<file path="src/rtcal_pkg.sv">
// Constants for the calendar, hour and alarm-match register block.
// Assumes a byte-wide register port addressed by the offsets listed here.
package rtcal_pkg;

    localparam int ADDR_W = 6;
    localparam int DATA_W = 8;

    // Register offsets
    localparam logic [5:0] OFS_SEC_ALARM = 6'h01;
    localparam logic [5:0] OFS_MIN_ALARM = 6'h03;
    localparam logic [5:0] OFS_HOUR = 6'h04;
    localparam logic [5:0] OFS_HOUR_ALARM = 6'h05;
    localparam logic [5:0] OFS_WEEKDAY = 6'h06;
    localparam logic [5:0] OFS_MONTHDAY = 6'h07;
    localparam logic [5:0] OFS_MONTH = 6'h08;

    localparam logic [7:0] REG_RESET = 8'h00;
    localparam logic [7:0] READ_UNMAPPED = 8'h00;

    // Hour register layout
    localparam int HALF_DAY_BIT = 7;
    localparam int HOUR_MSB = 6;

    // Alarm don't-care marker in the two top bits
    localparam logic [1:0] ALARM_ANY = 2'b11;

    // Count ranges, always in binary
    localparam logic [7:0] HOUR12_FIRST = 8'h01;
    localparam logic [7:0] HOUR12_LAST = 8'h0c;
    localparam logic [7:0] HOUR12_TURN = 8'h0b;
    localparam logic [7:0] HOUR24_FIRST = 8'h00;
    localparam logic [7:0] HOUR24_LAST = 8'h17;
    localparam logic [7:0] WEEKDAY_FIRST = 8'h01;
    localparam logic [7:0] WEEKDAY_LAST = 8'h07;
    localparam logic [7:0] MONTHDAY_FIRST = 8'h01;
    localparam logic [7:0] MONTH_FIRST = 8'h01;
    localparam logic [7:0] MONTH_LAST = 8'h0c;
    localparam logic [7:0] FEBRUARY = 8'h02;
    localparam logic [7:0] APRIL = 8'h04;
    localparam logic [7:0] JUNE = 8'h06;
    localparam logic [7:0] SEPTEMBER = 8'h09;
    localparam logic [7:0] NOVEMBER = 8'h0b;
    localparam logic [7:0] DAYS_LONG = 8'h1f;
    localparam logic [7:0] DAYS_SHORT = 8'h1e;
    localparam logic [7:0] DAYS_FEB = 8'h1c;
    localparam logic [7:0] DAYS_FEB_LEAP = 8'h1d;

    localparam logic [7:0] DECIMAL_BASE = 8'h0a;

endpackage : rtcal_pkg

</file>
<file path="src/rtcal_regs.sv">
// Hour, calendar and alarm-match registers of the battery-well clock.
// Assumes one clock domain; time strobes and format bits come from the
// rest of the clock on mclk, so none of them is synchronised here.
//
// Behaviour
// - Minutes alarm compared with current minutes
// - Alarm top bits 11 mean always matching
// - Hours alarm compared with hour register
// - 12-hour mode: top hour bit PM flag
// - Hour in low seven bits, 1-12 or 0-23
// - Weekday counts 1 Sunday through 7 Saturday
// - Weekday identical in binary and BCD
// - Monthday_count holds 1 through 31
// - Month holds 1 through 12
// - Hour, day, month shown binary or BCD
// - Seconds alarm compared with seconds count too
// - Alarm interrupt only while enable set
`timescale 1ns/1ps
module rtcal_regs (
    input wire logic mclk,
    input wire logic rst,
    // Register port
    input wire logic [5:0] reg_addr,
    input wire logic reg_wr,
    input wire logic reg_rd,
    input wire logic [7:0] reg_wdata,
    output logic [7:0] reg_rdata,
    // Format and enable bits held elsewhere in the clock
    input wire logic binary_format_select,
    input wire logic hour_24_select,
    input wire logic alarm_int_enable,
    input wire logic leap_year,
    // Time state held elsewhere
    input wire logic [7:0] seconds_now,
    input wire logic [7:0] minutes_now,
    input wire logic hour_tick,
    input wire logic time_updated,
    // Events
    output logic alarm_event,
    output logic alarm_irq,
    output logic day_advance
);
    logic [7:0] sec_alarm_r;
    logic [7:0] minutes_alarm_match_r;
    logic [7:0] hour_count_r;
    logic [7:0] hour_alarm_match_r;
    logic [7:0] weekday_count_r;
    logic [7:0] monthday_count_r;
    logic [7:0] calendar_month_count_r;
    logic [7:0] reg_rdata_r;
    logic alarm_event_r;
    logic alarm_irq_r;
    logic day_advance_r;

    logic bcd;
    logic wr_sec_alarm;
    logic wr_min_alarm;
    logic wr_hour;
    logic wr_hour_alarm;
    logic wr_weekday;
    logic wr_monthday;
    logic wr_month;

    logic [7:0] hour_first;
    logic [7:0] hour_last;
    logic [7:0] hour_nxt;
    logic [7:0] hour_bin;
    logic hour_wrap;
    logic half_day_flag;
    logic half_day_nxt;
    logic day_carry;

    logic [7:0] weekday_value_nxt;
    logic [7:0] monthday_value_nxt;
    logic [7:0] month_nxt;
    logic [7:0] month_bin;
    logic monthday_wrap;
    logic [7:0] days_in_month;

    logic sec_match;
    logic min_match;
    logic hour_match;
    logic all_match;
    localparam int ALARM_FIELDS = 3;
    logic [7:0] alarm_val [ALARM_FIELDS];
    logic [7:0] time_val [ALARM_FIELDS];
    logic [ALARM_FIELDS-1:0] field_match;

    // The binary_format_select input is high for binary presentation
    assign bcd = ~binary_format_select;

    assign wr_sec_alarm = reg_wr && (reg_addr == rtcal_pkg::OFS_SEC_ALARM);
    assign wr_min_alarm = reg_wr && (reg_addr == rtcal_pkg::OFS_MIN_ALARM);
    assign wr_hour = reg_wr && (reg_addr == rtcal_pkg::OFS_HOUR);
    assign wr_hour_alarm = reg_wr && (reg_addr == rtcal_pkg::OFS_HOUR_ALARM);
    assign wr_weekday = reg_wr && (reg_addr == rtcal_pkg::OFS_WEEKDAY);
    assign wr_monthday = reg_wr && (reg_addr == rtcal_pkg::OFS_MONTHDAY);
    assign wr_month = reg_wr && (reg_addr == rtcal_pkg::OFS_MONTH);

    // Hour stepping: range follows the 12/24 selection
    assign hour_first = hour_24_select ? rtcal_pkg::HOUR24_FIRST
                                       : rtcal_pkg::HOUR12_FIRST;
    assign hour_last = hour_24_select ? rtcal_pkg::HOUR24_LAST
                                      : rtcal_pkg::HOUR12_LAST;
    assign half_day_flag = hour_count_r[rtcal_pkg::HALF_DAY_BIT];

    rtcal_step u_hour_step (
        .cur({1'b0, hour_count_r[rtcal_pkg::HOUR_MSB:0]}),
        .bcd(bcd),
        .first(hour_first),
        .last(hour_last),
        .nxt(hour_nxt),
        .wrap(hour_wrap),
        .bin(hour_bin)
    );

    // Going from 11 to 12 flips the half day; 11 PM to 12 AM ends the day.
    // A write to the hour in the tick cycle drops the tick and its day carry too,
    // so the calendar never moves on a step that the hour register never took
    always_comb begin
        if (hour_24_select) begin
            half_day_nxt = 1'b0;
            day_carry = hour_tick && !wr_hour && hour_wrap;
        end else begin
            half_day_nxt = half_day_flag ^ (hour_bin == rtcal_pkg::HOUR12_TURN);
            day_carry = hour_tick && !wr_hour && half_day_flag &&
                        (hour_bin == rtcal_pkg::HOUR12_TURN);
        end
    end

    // Weekday is stepped as plain binary whatever the presentation
    rtcal_step u_weekday_step (
        .cur(weekday_count_r),
        .bcd(1'b0),
        .first(rtcal_pkg::WEEKDAY_FIRST),
        .last(rtcal_pkg::WEEKDAY_LAST),
        .nxt(weekday_value_nxt),
        .wrap(),
        .bin()
    );

    rtcal_step u_month_step (
        .cur(calendar_month_count_r),
        .bcd(bcd),
        .first(rtcal_pkg::MONTH_FIRST),
        .last(rtcal_pkg::MONTH_LAST),
        .nxt(month_nxt),
        .wrap(),
        .bin(month_bin)
    );

    // Month length; leap years are decided by the year logic outside
    always_comb begin
        if (month_bin == rtcal_pkg::FEBRUARY) begin
            days_in_month = leap_year ? rtcal_pkg::DAYS_FEB_LEAP : rtcal_pkg::DAYS_FEB;
        end else if ((month_bin == rtcal_pkg::APRIL) || (month_bin == rtcal_pkg::JUNE) ||
                     (month_bin == rtcal_pkg::SEPTEMBER) ||
                     (month_bin == rtcal_pkg::NOVEMBER)) begin
            days_in_month = rtcal_pkg::DAYS_SHORT;
        end else begin
            days_in_month = rtcal_pkg::DAYS_LONG;
        end
    end

    rtcal_step u_monthday_step (
        .cur(monthday_count_r),
        .bcd(bcd),
        .first(rtcal_pkg::MONTHDAY_FIRST),
        .last(days_in_month),
        .nxt(monthday_value_nxt),
        .wrap(monthday_wrap),
        .bin()
    );

    // Seconds, minutes and hours alarms are matched alike; the compare is on raw
    // codes, so each alarm must share the encoding of the time it watches
    assign alarm_val[0] = sec_alarm_r;
    assign alarm_val[1] = minutes_alarm_match_r;
    assign alarm_val[2] = hour_alarm_match_r;
    assign time_val[0] = seconds_now;
    assign time_val[1] = minutes_now;
    assign time_val[2] = hour_count_r;

    for (genvar f = 0; f < ALARM_FIELDS; f++) begin : g_field_match
        assign field_match[f] = (alarm_val[f][7:6] == rtcal_pkg::ALARM_ANY) ||
                                (alarm_val[f] == time_val[f]);
    end

    assign sec_match = field_match[0];
    assign min_match = field_match[1];
    assign hour_match = field_match[2];
    assign all_match = sec_match && min_match && hour_match;

    // Software-written alarm values; writes land as given
    always_ff @(posedge mclk) begin
        if (rst) begin
            sec_alarm_r <= rtcal_pkg::REG_RESET;
        end else if (wr_sec_alarm) begin
            sec_alarm_r <= reg_wdata;
        end
    end

    always_ff @(posedge mclk) begin
        if (rst) begin
            minutes_alarm_match_r <= rtcal_pkg::REG_RESET;
        end else if (wr_min_alarm) begin
            minutes_alarm_match_r <= reg_wdata;
        end
    end

    always_ff @(posedge mclk) begin
        if (rst) begin
            hour_alarm_match_r <= rtcal_pkg::REG_RESET;
        end else if (wr_hour_alarm) begin
            hour_alarm_match_r <= reg_wdata;
        end
    end

    // A software write in the same cycle as a tick wins; the tick is dropped
    always_ff @(posedge mclk) begin
        if (rst) begin
            hour_count_r <= rtcal_pkg::REG_RESET;
        end else if (wr_hour) begin
            hour_count_r <= reg_wdata;
        end else if (hour_tick) begin
            hour_count_r <= {half_day_nxt, hour_nxt[rtcal_pkg::HOUR_MSB:0]};
        end
    end

    always_ff @(posedge mclk) begin
        if (rst) begin
            weekday_count_r <= rtcal_pkg::REG_RESET;
        end else if (wr_weekday) begin
            weekday_count_r <= reg_wdata;
        end else if (day_carry) begin
            weekday_count_r <= weekday_value_nxt;
        end
    end

    always_ff @(posedge mclk) begin
        if (rst) begin
            monthday_count_r <= rtcal_pkg::REG_RESET;
        end else if (wr_monthday) begin
            monthday_count_r <= reg_wdata;
        end else if (day_carry) begin
            monthday_count_r <= monthday_value_nxt;
        end
    end

    always_ff @(posedge mclk) begin
        if (rst) begin
            calendar_month_count_r <= rtcal_pkg::REG_RESET;
        end else if (wr_month) begin
            calendar_month_count_r <= reg_wdata;
        end else if (day_carry && monthday_wrap) begin
            calendar_month_count_r <= month_nxt;
        end
    end

    // Alarm event is judged only after an update, so it fires once per match second
    always_ff @(posedge mclk) begin
        if (rst) begin
            alarm_event_r <= 1'b0;
            alarm_irq_r <= 1'b0;
        end else begin
            alarm_event_r <= time_updated && all_match;
            alarm_irq_r <= time_updated && all_match && alarm_int_enable;
        end
    end

    always_ff @(posedge mclk) begin
        if (rst) begin
            day_advance_r <= 1'b0;
        end else begin
            day_advance_r <= day_carry;
        end
    end

    // Read data is registered: valid the cycle after reg_rd, held until the next read
    always_ff @(posedge mclk) begin
        if (rst) begin
            reg_rdata_r <= rtcal_pkg::REG_RESET;
        end else if (reg_rd) begin
            unique case (reg_addr)
                rtcal_pkg::OFS_SEC_ALARM: reg_rdata_r <= sec_alarm_r;
                rtcal_pkg::OFS_MIN_ALARM: reg_rdata_r <= minutes_alarm_match_r;
                rtcal_pkg::OFS_HOUR: reg_rdata_r <= hour_count_r;
                rtcal_pkg::OFS_HOUR_ALARM: reg_rdata_r <= hour_alarm_match_r;
                rtcal_pkg::OFS_WEEKDAY: reg_rdata_r <= weekday_count_r;
                rtcal_pkg::OFS_MONTHDAY: reg_rdata_r <= monthday_count_r;
                rtcal_pkg::OFS_MONTH: reg_rdata_r <= calendar_month_count_r;
                default: reg_rdata_r <= rtcal_pkg::READ_UNMAPPED;
            endcase
        end
    end

    assign reg_rdata = reg_rdata_r;
    assign alarm_event = alarm_event_r;
    assign alarm_irq = alarm_irq_r;
    assign day_advance = day_advance_r;

endmodule : rtcal_regs

</file>
<file path="src/rtcal_step.sv">
// One counter step of a calendar field, in binary or BCD presentation.
// Assumes the current value is a legal code of the selected presentation.
`timescale 1ns/1ps
module rtcal_step (
    input wire logic [7:0] cur,
    input wire logic bcd,
    input wire logic [7:0] first,
    input wire logic [7:0] last,
    output logic [7:0] nxt,
    output logic wrap,
    output logic [7:0] bin
);
    logic [7:0] nb;

    always_comb begin
        nb = 8'h00;
        bin = bcd ? 8'(({4'h0, cur[7:4]} * rtcal_pkg::DECIMAL_BASE) + {4'h0, cur[3:0]})
                  : cur;
        // Out-of-range values also wrap, so a bad write recovers at the next step
        wrap = (bin >= last);
        nb = wrap ? first : 8'(bin + 8'h01);
        nxt = bcd ? {4'(nb / rtcal_pkg::DECIMAL_BASE), 4'(nb % rtcal_pkg::DECIMAL_BASE)} : nb;
    end

endmodule : rtcal_step

</file>
<file path="config.mk">
export PLATFORM = sky130hd
export DESIGN_NAME = rtcal_regs
export DESIGN_NICKNAME = d
export VERILOG_FILES = /design/src/rtcal_pkg.sv /design/src/rtcal_regs.sv /design/src/rtcal_step.sv
export SDC_FILE = /design/constraint.sdc
export NUM_CORES = 1
export LEC_CHECK = 0
export BUFFER_PORTS_ARGS = -buffer_cell sky130_fd_sc_hd__buf_2
export CORE_MARGIN = 1.5
export CORE_UTILIZATION = 33
export CTS_CLUSTER_DIAMETER = 30
export DETAILED_ROUTE_END_ITERATION = 8
export HOLD_SLACK_MARGIN = 0.12
export PLACE_DENSITY_LB_ADDON = 0.12
export REMOVE_ABC_BUFFERS = 1
export SLEW_MARGIN = 20
export SYNTH_ARGS = -nofsm -noshare
export SYNTH_HDL_FRONTEND = slang
export SYNTH_SLANG_ARGS = --single-unit
</file>
<file path="constraint.sdc">
create_clock -name mclk -period 6.4 [get_ports mclk]
set_input_delay 0.64 -clock mclk [delete_from_list [all_inputs] [get_ports mclk]]
set_output_delay 0.64 -clock mclk [all_outputs]
set_load 0.05 [all_outputs]
</file>
==> summary.txt <==
STA
  • Setup TNS: 0 ns
  • Clk_skew: 0.003624 ns
  • Crit path time final: ~5.0 ns
  • RSZ-0062 raised after global routing: no
  • Final worst slack: 1.441 ns
  • Least-Margin Pin Slew: 0.8794 ns
  • Fmax: 201.7 MHz
  • Final hold vios: 0
  • Crit share post-route: 77.48%
  • Rel. slew slack: slightly above 40%
  • Max-slew violation count: 0
  • Endpoints failing setup: 0

Finish
  • Layout filler cell count: 1695
  • Synthesis-to-layout area growth: 13.33%
  • Reg area: 1341 µm²
  • Fin cells: about 960
  • Proportion of layout cells with a drive suffix above 1: 11.64%
  • Fin nets: roughly 810
  • Final instance area: 6168 µm²
  • Multi-input logic area: between 3000 and 4000 µm²
  • N_diodes: 0

Run
  • Max-Cap Viols: 0

Run status
  • Outcome: completed

CTS
  • CTS buffer count: 9
  • Later-pin clock latency in the skew report: 0.33 ns
  • # Post-CTS Setup Buffers: 0
  • Max Root-Sink Buffers: 2
  • Clk root buf: clkbuf_16
  • Post-CTS Resized: 0
  • Hold Buf Count CTS: 0
  • Clock slew at reported path FFs: roughly 0.060 ns
  • CTS tree: built
  • Max H-tree Level: 3
  • Num Clock Sinks: 67

Worst hold path
  • Hold Path Depth: 2
  • Worst hold endpoint: weekday_count_r[4]
  • Min-delay src: weekday_count_r[4]
  • Min-delay worst type: flip-flop to flip-flop

Detailed routing
  • Via Count: about 5500
  • Routed WL: 17960 µm
  • Antenna Nets Post-Route: 0
  • Pre-Repair DR Iteration Count: 6
  • Vias per std cell: 5.794
  • Initial detailed-routing violation count: 380
  • Wire per inst: between 15 and 20 µm
  • DRC Markers: 0

Critical path
  • Reg2Reg Setup Slack: 1.44 ns
  • Worst setup SP type: flip-flop
  • Reg-to-Reg Start: calendar_month_count_r[7]
  • Worst reg-to-reg path cell count: 19
  • Req. time, crit path: around 6.7 ns
  • Crit Path Category: flip-flop to flip-flop
  • Crit-path max FO: 12
  • R2R Path End: calendar_month_count_r[3]
  • Arrival time worst endpoint: 5.20 ns
  • Crit. End Element: flip-flop

Global routing
  • Total global routing overflow: 0
  • Gr usage total: approximately a fifth
  • Vias in the first global route: 5372
  • Largest net degree at the start of global routing: about 70
  • Global-route wire length before repair: 28700 µm
  • Initial antenna violation count: 0

Yosys
  • EDFF count, synth: 0
  • Seq/Total Area, Yosys: ~25%
  • Distinct cells, synth: 73
  • Flops & latches, synth: 67
  • Mapped Area: between 5000 and 6000 µm²
  • Synth Area per Inst: 7.753 µm²
  • Post-synth ARST share: 0%
  • Synth Instances: 702
  • Top_reg_cell synth: dfxtp_1
  • Synthesis Warnings: 0

Power
  • Tot Pwr: between 1 and 1.5 mW
  • PwrDens: approximately 180 nW/µm²
  • Max VDD drop: roughly 0.12 mV
  • Pleak: 2.678 nW

Placed design
  • Detail Placement HPWL: 13340 µm
  • GP Congestion: 0.8416
  • Setup WS pre-CTS: 1.571 ns
  • PortBufs: 50
  • Post-DP Area: ~5900 µm²
  • DP Cell Count: 939

Die
  • # rows: 46
  • Initial core utilization: 34.02%
  • Core area: ~16000 µm²
  • I/O pins: 51
  • Die area: between 15000 and 20000 µm²
  • Die Y: 131.4 µm
  • Die X-Extent: 131.4 µm
[placed cells by master (no fill, tap or decap), types with 8 or more instances in the layout]
| cell | Yosys | layout |
|---|---|---|
| xor2_1 | 28 | 28 |
| ha_1 | 35 | 35 |
| nor2_1 | 86 | 86 |
| nor3_1 | 10 | 10 |
| a311oi_1 | 8 | 8 |
| a211oi_1 | 11 | 11 |
| dfxtp_1 | 67 | 67 |
| nor2b_1 | 12 | 12 |
| a22oi_1 | 21 | 21 |
| inv_1 | 16 | 16 |
| nand2_1 | 62 | 62 |
| nand4_1 | 8 | 8 |
| mux2i_1 | 30 | 30 |
| a21oi_1 | 57 | 57 |
| nand3_1 | 47 | 47 |
| clkbuf_16 | 0 | 9 |
| nor4_1 | 11 | 11 |
| buf_2 | 1 | 50 |
| o21ai_0 | 19 | 19 |
| a21o_1 | 8 | 8 |
| and2_1 | 9 | 9 |
[stage by stage]
step / utilization [%] / hold WS (ns)
final: 38.55 / 0.4906
after global routing: 38.55 / 0.5112
after CTS: 38.55 / 0.4950
after detailed placement: 36.59 / 0.4862
after global placement: 36.58 / 0.4707
after floorplan: - / 0.4496
[state kept, by name (all words and copies together) (netlist names), 8 cells and up]
| signal | count |
|---|---|
| calendar_month_count_r | 8 |
| hour_alarm_match_r | 8 |
| hour_count_r | 8 |
| minutes_alarm_match_r | 8 |
| monthday_count_r | 8 |
| reg_rdata | 8 |
| sec_alarm_r | 8 |
| weekday_count_r | 8 |
[synth_stat cells (3+ instances only)]
cell type / instances / area [µm²]
nor4_1: 11 / 68.82
nand4b_1: 3 / 26.28
fa_1: 5 / 100.1
nor2b_1: 12 / 75.07
mux2i_1: 30 / 300.3
nor3_1: 10 / 50.05
a221oi_1: 6 / 52.55
ha_1: 35 / 437.9
and2_1: 9 / 56.30
clkbuf_1: 26 / 97.59
o21ai_1: 4 / 20.02
a311oi_1: 8 / 70.07
nand4_1: 8 / 50.05
o211a_1: 3 / 30.03
a211oi_1: 11 / 82.58
xnor2_1: 7 / 61.31
a22oi_1: 21 / 157.7
nand2_1: 62 / 232.7
buf_1: 4 / 15.01
o21bai_1: 3 / 22.52
o21a_1: 3 / 22.52
a21o_1: 8 / 60.06
o22ai_1: 3 / 18.77
nor3b_1: 3 / 22.52
a31oi_1: 5 / 31.28
and3_1: 7 / 43.79
nand3b_1: 4 / 30.03
inv_1: 16 / 60.06
nand3_1: 47 / 235.2
mux2_2: 7 / 78.83
o21ai_0: 19 / 95.09
dfxtp_1: 67 / 1341
a21oi_1: 57 / 285.3
o211ai_1: 6 / 45.04
nand2b_1: 7 / 43.79
xor2_1: 28 / 245.2
nor2_1: 86 / 322.8
o31ai_1: 5 / 37.54
[power by group]
part | internal [mW] | leakage (nW) | total (mW) | switching (mW)
Clock | 0.332 | 0.155 | 0.515 | 0.183
Sequential | 0.423 | 0.541 | 0.436 | 0.0127
Combinational | 0.0582 | 1.98 | 0.162 | 0.104
[worst max-delay path by stage]
stage	cells after the start	to	slack, ns	startpoint
6_report	19	calendar_month_count_r[3]	1.44	calendar_month_count_r[7]
5_1_grt	19	calendar_month_count_r[3]	1.16	calendar_month_count_r[5]
4_1_cts	19	calendar_month_count_r[3]	1.55	calendar_month_count_r[5]
3_5_place_dp	19	calendar_month_count_r[3]	1.57	calendar_month_count_r[5]
3_3_place_gp	19	calendar_month_count_r[3]	1.76	calendar_month_count_r[5]
2_1_floorplan	19	calendar_month_count_r[3]	2.25	calendar_month_count_r[5]
[metal layers]
| layer | vias to the layer above | wire (µm) | global-route usage (%) |
|---|---|---|---|
| li1 | 2667 | - | - |
| met2 | 161 | 8510 | 34.15 |
| met4 | 0 | 437 | 8.580 |
| met5 | - | 0 | 0 |
| met1 | 2670 | 8307 | 27.48 |
| met3 | 35 | 708 | 2.353 |
[critical path, stage by stage (launching register included)]
cell and delay [ns]:
dfxtp_1 0.46, ha_1 0.29, ha_1 0.23, fa_1 0.52, inv_1 0.14, a211oi_1 0.06
a31oi_1 0.14, o21ai_0 0.09, nand4b_1 0.36, a21oi_1 0.39, a22oi_1 0.16, ha_1 0.29
nand2b_1 0.09, a21oi_1 0.09, a21oi_1 0.12, nand2_1 0.07, nand3_1 0.33, nand2_2 0.23
or4_1 0.54, a311oi_1 0.25
[layout make-up]
cell class,instances,area share (%)
inverter,17,1.034
tap,216,4.381
timing repair buffer,54,4.544
clock buffer,12,4.320
sequential,67,21.74
multi-input combinational,585,63.20
clock inverter,4,0.7708
[kinds of logic (layout without fill, tap and decap cells)]
logic type               after synthesis  in the layout  synth area share (%)
AND/OR/NAND/NOR                      283            283                 25.24
AO/OA/AOI/OAI                        190            190                 23.89
flip-flops                            67             67                 24.64
buffers and inverters                 50             87                 3.747
adder cells (fa/ha/maj)               40             40                 9.885
multiplexers                          37             37                 6.966
XOR/XNOR                              35             35                 5.632
No activity file was read; power rests on OpenSTA's default activity.
